### config.mk
export PLATFORM = sky130hd
export DESIGN_NAME = per_core_pin_input_port
export DESIGN_NICKNAME = d
export VERILOG_FILES = /design/src/design/pin_port_pkg.sv /design/src/design/pin_sync.sv /design/src/design/pin_field_extract.sv /design/src/design/per_core_pin_input_port.sv
export SDC_FILE = /design/constraint.sdc
export NUM_CORES = 1
export LEC_CHECK = 0
export BUFFER_PORTS_ARGS = -buffer_cell sky130_fd_sc_hd__buf_2
export CAP_MARGIN = 15
export CORE_MARGIN = 5
export CORE_UTILIZATION = 55
export DETAILED_ROUTE_END_ITERATION = 10
export PLACE_DENSITY = 0.81
export SLEW_MARGIN = 15
export SYNTH_ARGS = -nofsm -noshare
export SYNTH_HDL_FRONTEND = slang
export SYNTH_SLANG_ARGS = --single-unit
### constraint.sdc
create_clock -name I_CLK -period 6.9 [get_ports I_CLK]
set_clock_uncertainty 0.2 [all_clocks]
set_input_delay 1.38 -clock I_CLK [delete_from_list [all_inputs] [get_ports I_CLK]]
set_output_delay 1.38 -clock I_CLK [all_outputs]
set_load 0.01 [all_outputs]
### src/design/pin_port_pkg.sv
// ****************************************************************
// shared constants and types of the per-core pin input port
// ****************************************************************
package pin_port_pkg;

   // ****************************************************************
   // widths
   // ****************************************************************
   localparam int unsigned PIN_COUNT  = 32;   // pins of the first port
   localparam int unsigned ADDR_W     = 8;    // apb byte address width
   localparam int unsigned DATA_W     = 32;   // apb data width
   localparam int unsigned PIN_IDX_W  = 5;    // bits of a pin number

   // ****************************************************************
   // register byte offsets
   // ****************************************************************
   localparam logic [7:0] OFF_PIN_INPUT_STATE_A = 8'h00;  // live pins, read only
   localparam logic [7:0] OFF_PIN_INPUT_STATE_B = 8'h04;  // reserved port, reads zero
   localparam logic [7:0] OFF_PIN_OUTPUT_A      = 8'h08;  // this core's output bits
   localparam logic [7:0] OFF_PIN_DIRECTION_A   = 8'h0C;  // this core's drive enables
   localparam logic [7:0] OFF_RANGE_SELECT      = 8'h10;  // pin field selection
   localparam logic [7:0] OFF_RANGE_RESULT      = 8'h14;  // extracted pin field

   // ****************************************************************
   // field positions of the range select register
   // ****************************************************************
   localparam int unsigned SEL_FIRST_LSB  = 0;   // first-named pin, 5 bits
   localparam int unsigned SEL_LAST_LSB   = 8;   // last-named pin, 5 bits
   localparam int unsigned SEL_SINGLE_BIT = 16;  // 1: single pin read of first

   // ****************************************************************
   // values after reset
   // ****************************************************************
   localparam logic [31:0] RST_PIN_OUTPUT  = 32'h0000_0000;
   localparam logic [31:0] RST_PIN_DIR     = 32'h0000_0000;
   localparam logic [31:0] RST_READ_DATA   = 32'h0000_0000;
   localparam logic [31:0] RST_SYNC        = 32'h0000_0000;

   // ****************************************************************
   // cycle counts
   // ****************************************************************
   localparam int unsigned SYNC_STAGES    = 2;  // flops in front of the read path
   localparam int unsigned APB_WAIT_STATES = 0; // access phase always one cycle

   // ****************************************************************
   // carriers
   // ****************************************************************
   typedef struct packed
   {
      logic                 single;  // single pin read
      logic [4:0]           last;    // last-named pin
      logic [4:0]           first;   // first-named pin
   } range_sel_t;

   localparam range_sel_t RST_RANGE_SEL = '{single: 1'b0, last: 5'h00, first: 5'h00};

endpackage : pin_port_pkg

### src/design/pin_sync.sv
`timescale 1ns/1ps
`default_nettype none
// ****************************************************************
// two flop synchroniser, one lane per bit
// ****************************************************************
module pin_sync
#(
   parameter int unsigned WIDTH = 32
)
(
   // clock and reset
   input  wire logic             i_clk,
   input  wire logic             i_reset,
   // asynchronous levels in, synchronised levels out
   input  wire logic [WIDTH-1:0] i_async,
   output var  logic [WIDTH-1:0] o_sync
);
   import pin_port_pkg::*;

   logic [WIDTH-1:0] meta_q;   // first stage, read only by the second

   // first stage: may go metastable, nothing else looks at it
   always_ff @(posedge i_clk)
   begin
      if (i_reset)
      begin
         meta_q <= WIDTH'(RST_SYNC);
      end
      else
      begin
         meta_q <= i_async;
      end
   end

   // second stage: the only consumer of the first
   always_ff @(posedge i_clk)
   begin
      if (i_reset)
      begin
         o_sync <= WIDTH'(RST_SYNC);
      end
      else
      begin
         o_sync <= meta_q;
      end
   end

endmodule : pin_sync
`default_nettype wire

### src/design/pin_field_extract.sv
`timescale 1ns/1ps
`default_nettype none
// ****************************************************************
// pin field extraction: single pin, forward or reversed range
// ****************************************************************
module pin_field_extract
(
   // pin word and selection
   input  wire logic [31:0]              i_value,
   input  wire pin_port_pkg::range_sel_t i_sel,
   // right-aligned field
   output var  logic [31:0]              o_field
);
   import pin_port_pkg::*;

   logic       reversed;   // first-named pin is the lower one
   logic [4:0] span;       // field width minus one

   // field width and direction from the two pin numbers
   always_comb
   begin
      reversed = (i_sel.first < i_sel.last);
      span     = reversed ? (i_sel.last - i_sel.first) : (i_sel.first - i_sel.last);
   end

   // each result bit up to span picks one pin, higher bits stay clear; the first-named pin always lands on top
   always_comb
   begin
      o_field = 32'h0000_0000;
      for (int j = 0; j < 32; j++)
      begin
         if (i_sel.single)
         begin
            // only bit 0 carries the pin, rest stay clear
            if (j == 0)
            begin
               o_field[0] = i_value[i_sel.first];
            end
         end
         else if (5'(j) <= span)
         begin
            // reversed walks down from last, forward walks up from last
            if (reversed)
            begin
               o_field[j] = i_value[i_sel.last - 5'(j)];
            end
            else
            begin
               o_field[j] = i_value[i_sel.last + 5'(j)];
            end
         end
      end
   end

endmodule : pin_field_extract
`default_nettype wire

### src/design/per_core_pin_input_port.sv
// Decided for this implementation: the APB interface to the registers and the address map.
`timescale 1ns/1ps
`default_nettype none
module per_core_pin_input_port
(
   // clock and reset
   input  wire logic                                I_CLK,
   input  wire logic                                I_RESET,
   // apb slave
   input  wire logic                                I_PSEL,
   input  wire logic                                I_PENABLE,
   input  wire logic                                I_PWRITE,
   input  wire logic [pin_port_pkg::ADDR_W-1:0]     I_PADDR,
   input  wire logic [pin_port_pkg::DATA_W-1:0]     I_PWDATA,
   input  wire logic [3:0]                          I_PSTRB,
   output var  logic [pin_port_pkg::DATA_W-1:0]     O_PRDATA,
   output var  logic                                O_PREADY,
   output var  logic                                O_PSLVERR,
   // pins and the other cores
   input  wire logic [pin_port_pkg::PIN_COUNT-1:0]  I_PIN_LEVEL,
   input  wire logic [pin_port_pkg::PIN_COUNT-1:0]  I_PEER_OUT,
   input  wire logic [pin_port_pkg::PIN_COUNT-1:0]  I_PEER_DIR,
   output var  logic [pin_port_pkg::PIN_COUNT-1:0]  O_PIN_OUT,
   output var  logic [pin_port_pkg::PIN_COUNT-1:0]  O_PIN_OE
);
   import pin_port_pkg::*;

   // ****************************************************************
   // declarations
   // ****************************************************************
   logic [31:0] pin_sync_w;     // synchronised pin levels
   logic [31:0] field_w;        // extracted pin field
   logic [31:0] own_out_q;      // this core's output bits
   logic [31:0] own_dir_q;      // this core's drive enables
   range_sel_t  sel_q;          // field selection
   logic [31:0] rd_mux;         // read data of the addressed register
   logic        setup;          // apb setup cycle
   logic        done;           // apb completion edge
   logic        mapped;         // address hits a register
   logic        ro_hit;         // address is the read-only pin word or the field result
   logic        bad;            // access answered with an error
   logic [31:0] strb_mask;      // byte lanes as a bit mask
   logic [4:0]  span_w;         // range width minus one, for checking

   // ****************************************************************
   // pin capture
   // ****************************************************************

   // external levels are asynchronous, so two flops before any reader
   pin_sync
   #(
      .WIDTH (PIN_COUNT)
   )
   u_pin_sync
   (
      .i_clk   (I_CLK),
      .i_reset (I_RESET),
      .i_async (I_PIN_LEVEL),
      .o_sync  (pin_sync_w)
   );

   // field extraction reads the same synchronised word as the full read
   pin_field_extract u_extract
   (
      .i_value (pin_sync_w),
      .i_sel   (sel_q),
      .o_field (field_w)
   );

   // ****************************************************************
   // apb decode
   // ****************************************************************

   // setup, completion, decode and byte lane mask
   always_comb
   begin
      setup     = I_PSEL & ~I_PENABLE;
      done      = I_PSEL & I_PENABLE & O_PREADY;
      mapped    = (I_PADDR == OFF_PIN_INPUT_STATE_A) | (I_PADDR == OFF_PIN_INPUT_STATE_B) |
                  (I_PADDR == OFF_PIN_OUTPUT_A) | (I_PADDR == OFF_PIN_DIRECTION_A) |
                  (I_PADDR == OFF_RANGE_SELECT) | (I_PADDR == OFF_RANGE_RESULT);
      // live pin word and the field result hold no storage, writes are refused; reserved port takes them without error
      ro_hit    = (I_PADDR == OFF_PIN_INPUT_STATE_A) | (I_PADDR == OFF_RANGE_RESULT);
      bad       = ~mapped | (I_PWRITE & ro_hit);
      strb_mask = {{8{I_PSTRB[3]}}, {8{I_PSTRB[2]}}, {8{I_PSTRB[1]}}, {8{I_PSTRB[0]}}};
   end

   // read multiplexer; pin word ignores direction entirely
   always_comb
   begin
      case (I_PADDR)
         OFF_PIN_INPUT_STATE_A : rd_mux = pin_sync_w;
         OFF_PIN_INPUT_STATE_B : rd_mux = 32'h0000_0000;
         OFF_PIN_OUTPUT_A      : rd_mux = own_out_q;
         OFF_PIN_DIRECTION_A   : rd_mux = own_dir_q;
         OFF_RANGE_SELECT      : rd_mux = {15'h0000, sel_q.single, 3'h0, sel_q.last,
                                           3'h0, sel_q.first};
         OFF_RANGE_RESULT      : rd_mux = field_w;
         default               : rd_mux = 32'h0000_0000;
      endcase
   end

   // ****************************************************************
   // apb answer
   // ****************************************************************

   // ready in the first access cycle: no wait states ever
   always_ff @(posedge I_CLK)
   begin
      if (I_RESET)
      begin
         O_PREADY <= 1'b0;
      end
      else
      begin
         O_PREADY <= setup;
      end
   end

   // pins are sampled at the setup edge, which is the moment of access
   always_ff @(posedge I_CLK)
   begin
      if (I_RESET)
      begin
         O_PRDATA <= RST_READ_DATA;
      end
      else if (setup & ~I_PWRITE)
      begin
         O_PRDATA <= mapped ? rd_mux : 32'h0000_0000;
      end
   end

   // error for unmapped offsets and for writes to the read-only words
   always_ff @(posedge I_CLK)
   begin
      if (I_RESET)
      begin
         O_PSLVERR <= 1'b0;
      end
      else
      begin
         O_PSLVERR <= setup & bad;
      end
   end

   // ****************************************************************
   // software registers of this core
   // ****************************************************************

   // output bits, written under byte lanes at the completion edge
   always_ff @(posedge I_CLK)
   begin
      if (I_RESET)
      begin
         own_out_q <= RST_PIN_OUTPUT;
      end
      else if (done & I_PWRITE & (I_PADDR == OFF_PIN_OUTPUT_A))
      begin
         own_out_q <= (own_out_q & ~strb_mask) | (I_PWDATA & strb_mask);
      end
   end

   // drive enables, same write rule
   always_ff @(posedge I_CLK)
   begin
      if (I_RESET)
      begin
         own_dir_q <= RST_PIN_DIR;
      end
      else if (done & I_PWRITE & (I_PADDR == OFF_PIN_DIRECTION_A))
      begin
         own_dir_q <= (own_dir_q & ~strb_mask) | (I_PWDATA & strb_mask);
      end
   end

   // field selection; each field written only with its byte lane
   always_ff @(posedge I_CLK)
   begin
      if (I_RESET)
      begin
         sel_q <= RST_RANGE_SEL;
      end
      else if (done & I_PWRITE & (I_PADDR == OFF_RANGE_SELECT))
      begin
         if (I_PSTRB[0])
         begin
            sel_q.first <= I_PWDATA[SEL_FIRST_LSB +: 5];
         end
         if (I_PSTRB[1])
         begin
            sel_q.last <= I_PWDATA[SEL_LAST_LSB +: 5];
         end
         if (I_PSTRB[2])
         begin
            sel_q.single <= I_PWDATA[SEL_SINGLE_BIT];
         end
      end
   end

   // ****************************************************************
   // pin drive
   // ****************************************************************

   // wired-or with the other cores: any driver high wins, never a fight
   always_ff @(posedge I_CLK)
   begin
      if (I_RESET)
      begin
         O_PIN_OUT <= RST_PIN_OUTPUT;
         O_PIN_OE  <= RST_PIN_DIR;
      end
      else
      begin
         O_PIN_OUT <= own_out_q | I_PEER_OUT;
         O_PIN_OE  <= own_dir_q | I_PEER_DIR;
      end
   end

   // ****************************************************************
   // checks
   // ****************************************************************

   // width of a forward or reversed range, for the range checks
   always_comb
   begin
      span_w = (sel_q.first < sel_q.last) ? (sel_q.last - sel_q.first)
                                          : (sel_q.first - sel_q.last);
   end

   property p_pin_word_read;
      @(posedge I_CLK) disable iff (I_RESET)
      setup & ~I_PWRITE & (I_PADDR == OFF_PIN_INPUT_STATE_A)
         |=> O_PREADY & ~O_PSLVERR & (O_PRDATA == $past(pin_sync_w));
   endproperty
   a_pin_word_read : assert property (p_pin_word_read)
      else $error("pin word read did not return the sampled pins");

   property p_pin_word_no_write;
      @(posedge I_CLK) disable iff (I_RESET)
      setup & I_PWRITE & (I_PADDR == OFF_PIN_INPUT_STATE_A) |=> O_PREADY & O_PSLVERR;
   endproperty
   a_pin_word_no_write : assert property (p_pin_word_no_write)
      else $error("write to pin word was not refused");

   property p_sync_two_stages;
      @(posedge I_CLK) disable iff (I_RESET)
      !$past(I_RESET) & !$past(I_RESET, 2) |-> pin_sync_w == $past(I_PIN_LEVEL, 2);
   endproperty
   a_sync_two_stages : assert property (p_sync_two_stages)
      else $error("pin levels not delayed by exactly two flops");

   property p_port_b_zero;
      @(posedge I_CLK) disable iff (I_RESET)
      setup & ~I_PWRITE & (I_PADDR == OFF_PIN_INPUT_STATE_B)
         |=> O_PREADY & ~O_PSLVERR & (O_PRDATA == 32'h0000_0000);
   endproperty
   a_port_b_zero : assert property (p_port_b_zero)
      else $error("reserved port returned pin data");

   property p_single_pin;
      @(posedge I_CLK) disable iff (I_RESET)
      setup & ~I_PWRITE & (I_PADDR == OFF_RANGE_RESULT) & sel_q.single
         |=> (O_PRDATA[31:1] == 31'h0000_0000) &
             (O_PRDATA[0] == $past(pin_sync_w[sel_q.first]));
   endproperty
   a_single_pin : assert property (p_single_pin)
      else $error("single pin read misplaced");

   property p_range_low_end;
      @(posedge I_CLK) disable iff (I_RESET)
      setup & ~I_PWRITE & (I_PADDR == OFF_RANGE_RESULT) & ~sel_q.single
         |=> (O_PRDATA[0] == $past(pin_sync_w[sel_q.last])) &
             ((O_PRDATA >> $past(span_w)) >> 1) == 32'h0000_0000;
   endproperty
   a_range_low_end : assert property (p_range_low_end)
      else $error("range read not right aligned");

   property p_range_top;
      @(posedge I_CLK) disable iff (I_RESET)
      setup & ~I_PWRITE & (I_PADDR == OFF_RANGE_RESULT) & ~sel_q.single
         |=> O_PRDATA[$past(span_w)] == $past(pin_sync_w[sel_q.first]);
   endproperty
   a_range_top : assert property (p_range_top)
      else $error("first-named pin not in the top bit of the range");

   property p_wired_or;
      @(posedge I_CLK) disable iff (I_RESET)
      1'b1 |=> (O_PIN_OUT == $past(own_out_q | I_PEER_OUT)) &
               (O_PIN_OE == $past(own_dir_q | I_PEER_DIR));
   endproperty
   a_wired_or : assert property (p_wired_or)
      else $error("pin drive is not the or of all cores");

   property p_ready_one_cycle;
      @(posedge I_CLK) disable iff (I_RESET)
      setup |=> O_PREADY ##1 !O_PREADY;
   endproperty
   a_ready_one_cycle : assert property (p_ready_one_cycle)
      else $error("local read port did not answer in one cycle");

endmodule : per_core_pin_input_port
`default_nettype wire

==> results.cfg, run 1 <==
[clock_network]
cts.path.max_buffers = 3
root_buffer = clkbuf_16
insertion_delay_ns = 0.52
clk_pin_slew_ns = 0.06
htreeDepth = 1
cts_resized = 0
cts_tree = done
hold_buffers = 0
cts_buffers = 25
cts.sinks = 237
post-cts-setup-buffer-count = 0

[cells_and_area]
area_delta_synth_final_pct = 16.9
nets = 1712
mostFrequentLayoutCell = buf_2
drive_gt1_share_pct = 28.5
num-fill-cells = 1876
final_cell_mix = buf_2 (241), dfxtp_1 (236), nor2_1 (158)

[worst_setup_path]
critPathMaxFanout = 25
crit_required_ns = 7.08
path_cells = clkinv_1 > ha_1 > buf_4 > mux2i_1 > mux2i_1 > mux4_2 > mux2i_1 > mux2i_1 > o211ai_1 > a21oi_1
r2r_slack_ns = 2.28
cpPeakStageDelay_ns = 1.31
crit_path_end_kind = flip-flop
worstSetupStartpointType = flip-flop
reg2reg_to = O_PRDATA[17]
cp.buffers_inverters = 2
crit_path_top_delay_cell = ha_1
worst-r2r-cell-count = 10
path_common_cell = mux2i_1
arrival_ns = 4.80
reg2reg_from = sel_q[5]
cp_top_family = multiplexers
criticalPathCategory = reg -> reg

[placement]
routabilityCongestion = 0.983
dp_hpwl_um = 30600
io_buffers = 242

[timing]
hold_viol = 0
rsz0062_at_grt = false
fin_crit_ns = 4.62
maxSlewHeadroom_pct = 20.2
finalSetupTns_ns = 0
slew_viol_final = 0
fin_crit_sh_pct = 67.0
hold_slack_ns = 0.233
finalSetupViolCount = 0
tightest_slew_ns = 1.19
fmax_mhz = 216

[detailed_routing]
vias = 11705
dr.first_iter.drc_count = 1493
routed_wl_um = 41100
post-route-drc-count = 0
via_per_inst = 6.34
firstDrtPassIters = 7
ant_nets = 0
routedWlPerCell_um = 22.3

[yosys]
syn_area_um2 = 12600
synth.avg_cell_area_um2 = 9.32
async_flop_share_pct = 0
synth_edf_count = 0
synth_fp_nets = 1523
ys_seq_elements = 237
ys_seq_area_share_pct = 37.5
synthCells = 1356
yosysWarnings = 0
synth.distinct_cells = 68
synthFlopType = dfxtp_1

[global_route]
grt_pass1_wl_um = 62900
grt_pass1_vias = 11118
grt_max_degree = 97
grt_overflow = 0
grt_usage_pct = 30.4
antenna_found_initial = 1

[die]
dieHeight_um = 162
core_area_um2 = 22600
ios = 243
core.rowCount = 55
initial_core_util_pct = 55.8
die-area_um2 = 26100
die_w_um = 162

[flow_run]
drv_cap = 0

[min_path]
hold_class = reg -> reg
hold_path_startpoint = u_pin_sync.meta_q[10]
hold_end = u_pin_sync.o_sync[10]
whs_path_depth = 1

[pwr]
powerDensity_nw_per_um2 = 200
irDropWorstVdd_uv = 216
leakage_uw = 0.00579

[run_status]
status = finished clean
## cell families (layout without fill, tap and decap cells)
| logic type | after synthesis | after routing | synth area share, % |
|---|---|---|---|
| compound gates | 260 | 260 | 13.2 |
| xor+xnor | 26 | 26 | 1.80 |
| fa+ha+maj | 22 | 22 | 2.30 |
| buf+inv | 125 | 330 | 4.11 |
| flops | 237 | 237 | 37.5 |
| mux | 176 | 176 | 22.6 |
| other cells | 0 | 1 | 0 |
| simple gates | 510 | 510 | 18.5 |
## per-layer routing
layer,global-route usage [%],wire length (um),part of all wire (%)
met1,38.9,15100,37
met2,49.8,19200,47
met3,6.69,4590,11
met4,13.3,2160,5.3
met5,0,0,0
## layout make-up
class / count / area (um^2) / share of cell area (%)
Clock inverter: 9 / 77.6 / 0.525
Clock buffer: 34 / 719 / 4.87
Timing Repair Buffer: 263 / 1380 / 9.30
Sequential cell: 237 / 4750 / 32.1
Tap cell: 285 / 357 / 2.41
Antenna cell: 1 / 2.50 / 0.0169
Inverter: 24 / 90.1 / 0.610
Multi-Input combinational cell: 994 / 7410 / 50.1
## power breakdown
| group | internal [uW] | switching [uW] | total (uW) |
|---|---|---|---|
| combinational | 102 | 120 | 221 |
| sequential | 1410 | 33.7 | 1440 |
| clock | 763 | 533 | 1300 |
## worst max-delay path by stage
stage / start / end / depth (start not counted)
global route: sel_q[5] / O_PRDATA[17] / 10
CTS: sel_q[5] / O_PRDATA[17] / 10
global placement: I_PADDR[0] / flip-flop / 8
detailed placement: I_PADDR[0] / flip-flop / 8
floorplan: sel_q[6] / O_PRDATA[14] / 14
finish: sel_q[5] / O_PRDATA[17] / 10
## synthesized netlist by cell type (6+ instances only)
master | number | area [um^2]
a21oi_1 | 114 | 571
a221oi_1 | 12 | 105
a222oi_1 | 6 | 60.1
a22o_1 | 17 | 149
a22oi_1 | 32 | 240
buf_1 | 10 | 37.5
buf_2 | 19 | 95.1
clkbuf_1 | 67 | 251
dfxtp_1 | 237 | 4740
ha_1 | 20 | 250
inv_1 | 21 | 78.8
mux2_2 | 42 | 473
mux2i_1 | 51 | 510
mux4_2 | 83 | 1870
nand2_1 | 145 | 544
nand2b_1 | 6 | 37.5
nand3_1 | 83 | 415
nand4_1 | 6 | 37.5
nor2_1 | 158 | 593
nor2b_1 | 70 | 438
nor3_1 | 12 | 60.1
o211ai_1 | 6 | 45.0
o21ai_0 | 31 | 155
o21ai_1 | 6 | 30.0
xnor2_1 | 24 | 210
## metrics by stage
stage	worst slack [ns]	utilization (%)	total power, uW	instances	cell area (um^2)
after CTS	2.45	65.2	2970	1846	14800
after global placement	2.20	61.7	1680	1803	14000
final	2.28	65.3	2960	1847	14800
after detailed placement	2.12	61.7	1680	1803	14000
after floorplan	3.18	-	1580	1356	12600
after global routing	2.09	65.3	3040	1847	14800
No activity file was read; power rests on OpenSTA's default activity.
==> run 2, diff against run 1 <==
- clock period: 6.9 -> 4.8 ns (I/O delays scaled with it)
==> run 2 against run 1 <==
Compared with the run above:
- clock power increased by 51%
- critical path type unchanged
- critical endpoint is now O_PRDATA[18]
- critical path depth fell by 2
- die area unchanged
==> results.cfg, run 2 (synthesized netlist as in run 1, its figures left out) <==
[timing]
maxSlewHeadroom_pct = 39.3
fin_crit_sh_pct = 82.4
finalSetupViolCount = 0
finalSetupTns_ns = 0
tightest_slew_ns = 0.904
fin_crit_ns = 3.96
rsz0062_at_grt = false
slew_viol_final = 0
fmax_mhz = 253
hold_viol = 0

[detailed_routing]
vias = 11736
routedWlPerCell_um = 22.8
dr.first_iter.drc_count = 1578
post-route-drc-count = 0
via_per_inst = 6.31
ant_nets = 0
firstDrtPassIters = 7
routed_wl_um = 42400

[die]
die_w_um = 162
core.rowCount = 55
dieHeight_um = 162
initial_core_util_pct = 55.8
ios = 243
core_area_um2 = 22600
die-area_um2 = 26100

[min_path]
hold_path_startpoint = u_pin_sync.meta_q[27]
hold_class = reg -> reg
hold_end = u_pin_sync.o_sync[27]
whs_path_depth = 1

[clock_network]
cts_buffers = 24
root_buffer = clkbuf_16
cts_resized = 0
cts.sinks = 237
hold_buffers = 0
htreeDepth = 1
clk_pin_slew_ns = 0.07
post-cts-setup-buffer-count = 0
cts.path.max_buffers = 3
cts_tree = done
insertion_delay_ns = 0.53

[worst_setup_path]
worstSetupStartpointType = flip-flop
criticalPathCategory = reg -> reg
cp_top_family = multiplexers
path_cells = inv_1 > ha_1 > mux4_2 > mux2i_1 > mux4_2 > a311oi_1 > a21oi_1 > a311oi_1
reg2reg_to = O_PRDATA[18]
critPathMaxFanout = 16
crit_path_top_delay_cell = ha_1
crit_required_ns = 5.03
cp.buffers_inverters = 1
crit_path_end_kind = flip-flop
reg2reg_from = sel_q[7]
worst-r2r-cell-count = 8
arrival_ns = 4.19
cpPeakStageDelay_ns = 0.80
r2r_slack_ns = 0.84

[placement]
io_buffers = 242
dp.cells = 1816
routabilityCongestion = 1.07
dp_hpwl_um = 31500

[pwr]
leakage_uw = 0.00588
powerDensity_nw_per_um2 = 291
irDropWorstVdd_uv = 337

[global_route]
grt_max_degree = 201
grt_usage_pct = 31.6
grt_pass1_wl_um = 65200
grt_overflow = 0
antenna_found_initial = 0
grt_pass1_vias = 11239

[cells_and_area]
antenna_cells = 0
drive_gt1_share_pct = 29.0
layout.cells.non_filler = 1859
final_util_pct = 65.9
mostFrequentLayoutCell = buf_2
area_delta_synth_final_pct = 18.0
nets = 1724
final_cell_mix = buf_2 (241), dfxtp_1 (236), nor2_1 (157)

[flow_run]
drv_cap = 0

[run_status]
status = finished clean
[run 2: cell types whose count changed in the layout (fill, tap and decap cells not counted)]
cell	delta
clkbuf_1	+2
clkinvlp_4	-1
nor2_2	+1
buf_12	+1
nor4_4	-1
buf_4	+12
nor2_1	-1
diode_2	-1
nor4_2	+1
clkinv_2	-2
clkbuf_8	-1
bufinv_16	+2
[run 2: area by class of cell]
type	instances	area, um^2
flip-flops and latches	237	4750
repair buffers	276	1490
clock buffers	35	713
fillers	1821	7720
clock inverters	8	120
well taps	285	357
inverters	24	90.1
multi-input cells	994	7400
[run 2: worst max path at each step]
stage	from	to	slack, ns	depth (start not counted)
3_5_place_dp	sel_q[7]	O_PRDATA[18]	0.94	8
5_1_grt	sel_q[6]	O_PRDATA[29]	0.67	8
2_1_floorplan	sel_q[6]	O_PRDATA[14]	1.08	14
3_3_place_gp	I_PADDR[0]	O_PRDATA[27]	0.96	7
4_1_cts	sel_q[7]	O_PRDATA[18]	0.94	8
6_report	sel_q[7]	O_PRDATA[18]	0.84	8
[run 2: metrics by stage]
stage	hold WS [ns]	instance area (um^2)	power, uW	worst slack, ns
after floorplan	0.214	12600	2270	1.08
after global placement	0.221	14100	2410	0.961
after detailed placement	0.220	14100	2420	0.941
after CTS	0.234	14900	4360	0.941
after global routing	0.252	14900	4470	0.672
final	0.229	14900	4340	0.844
[run 2: power breakdown]
part	total, uW	switching [uW]	internal [uW]
clock network	1960	766	1190
registers	2070	51.6	2020
logic	316	169	147
total	4340	987	3360
[run 2: metal layers]
layer	routed length, um	share of wire [%]	up-vias	global-route usage, %
met5	0	0	-	0
met4	2270	5.3	0	13.7
met3	4600	11	167	5.79
met2	19900	47	784	52.2
met1	15700	37	5478	40.8
li1	-	-	5307	-
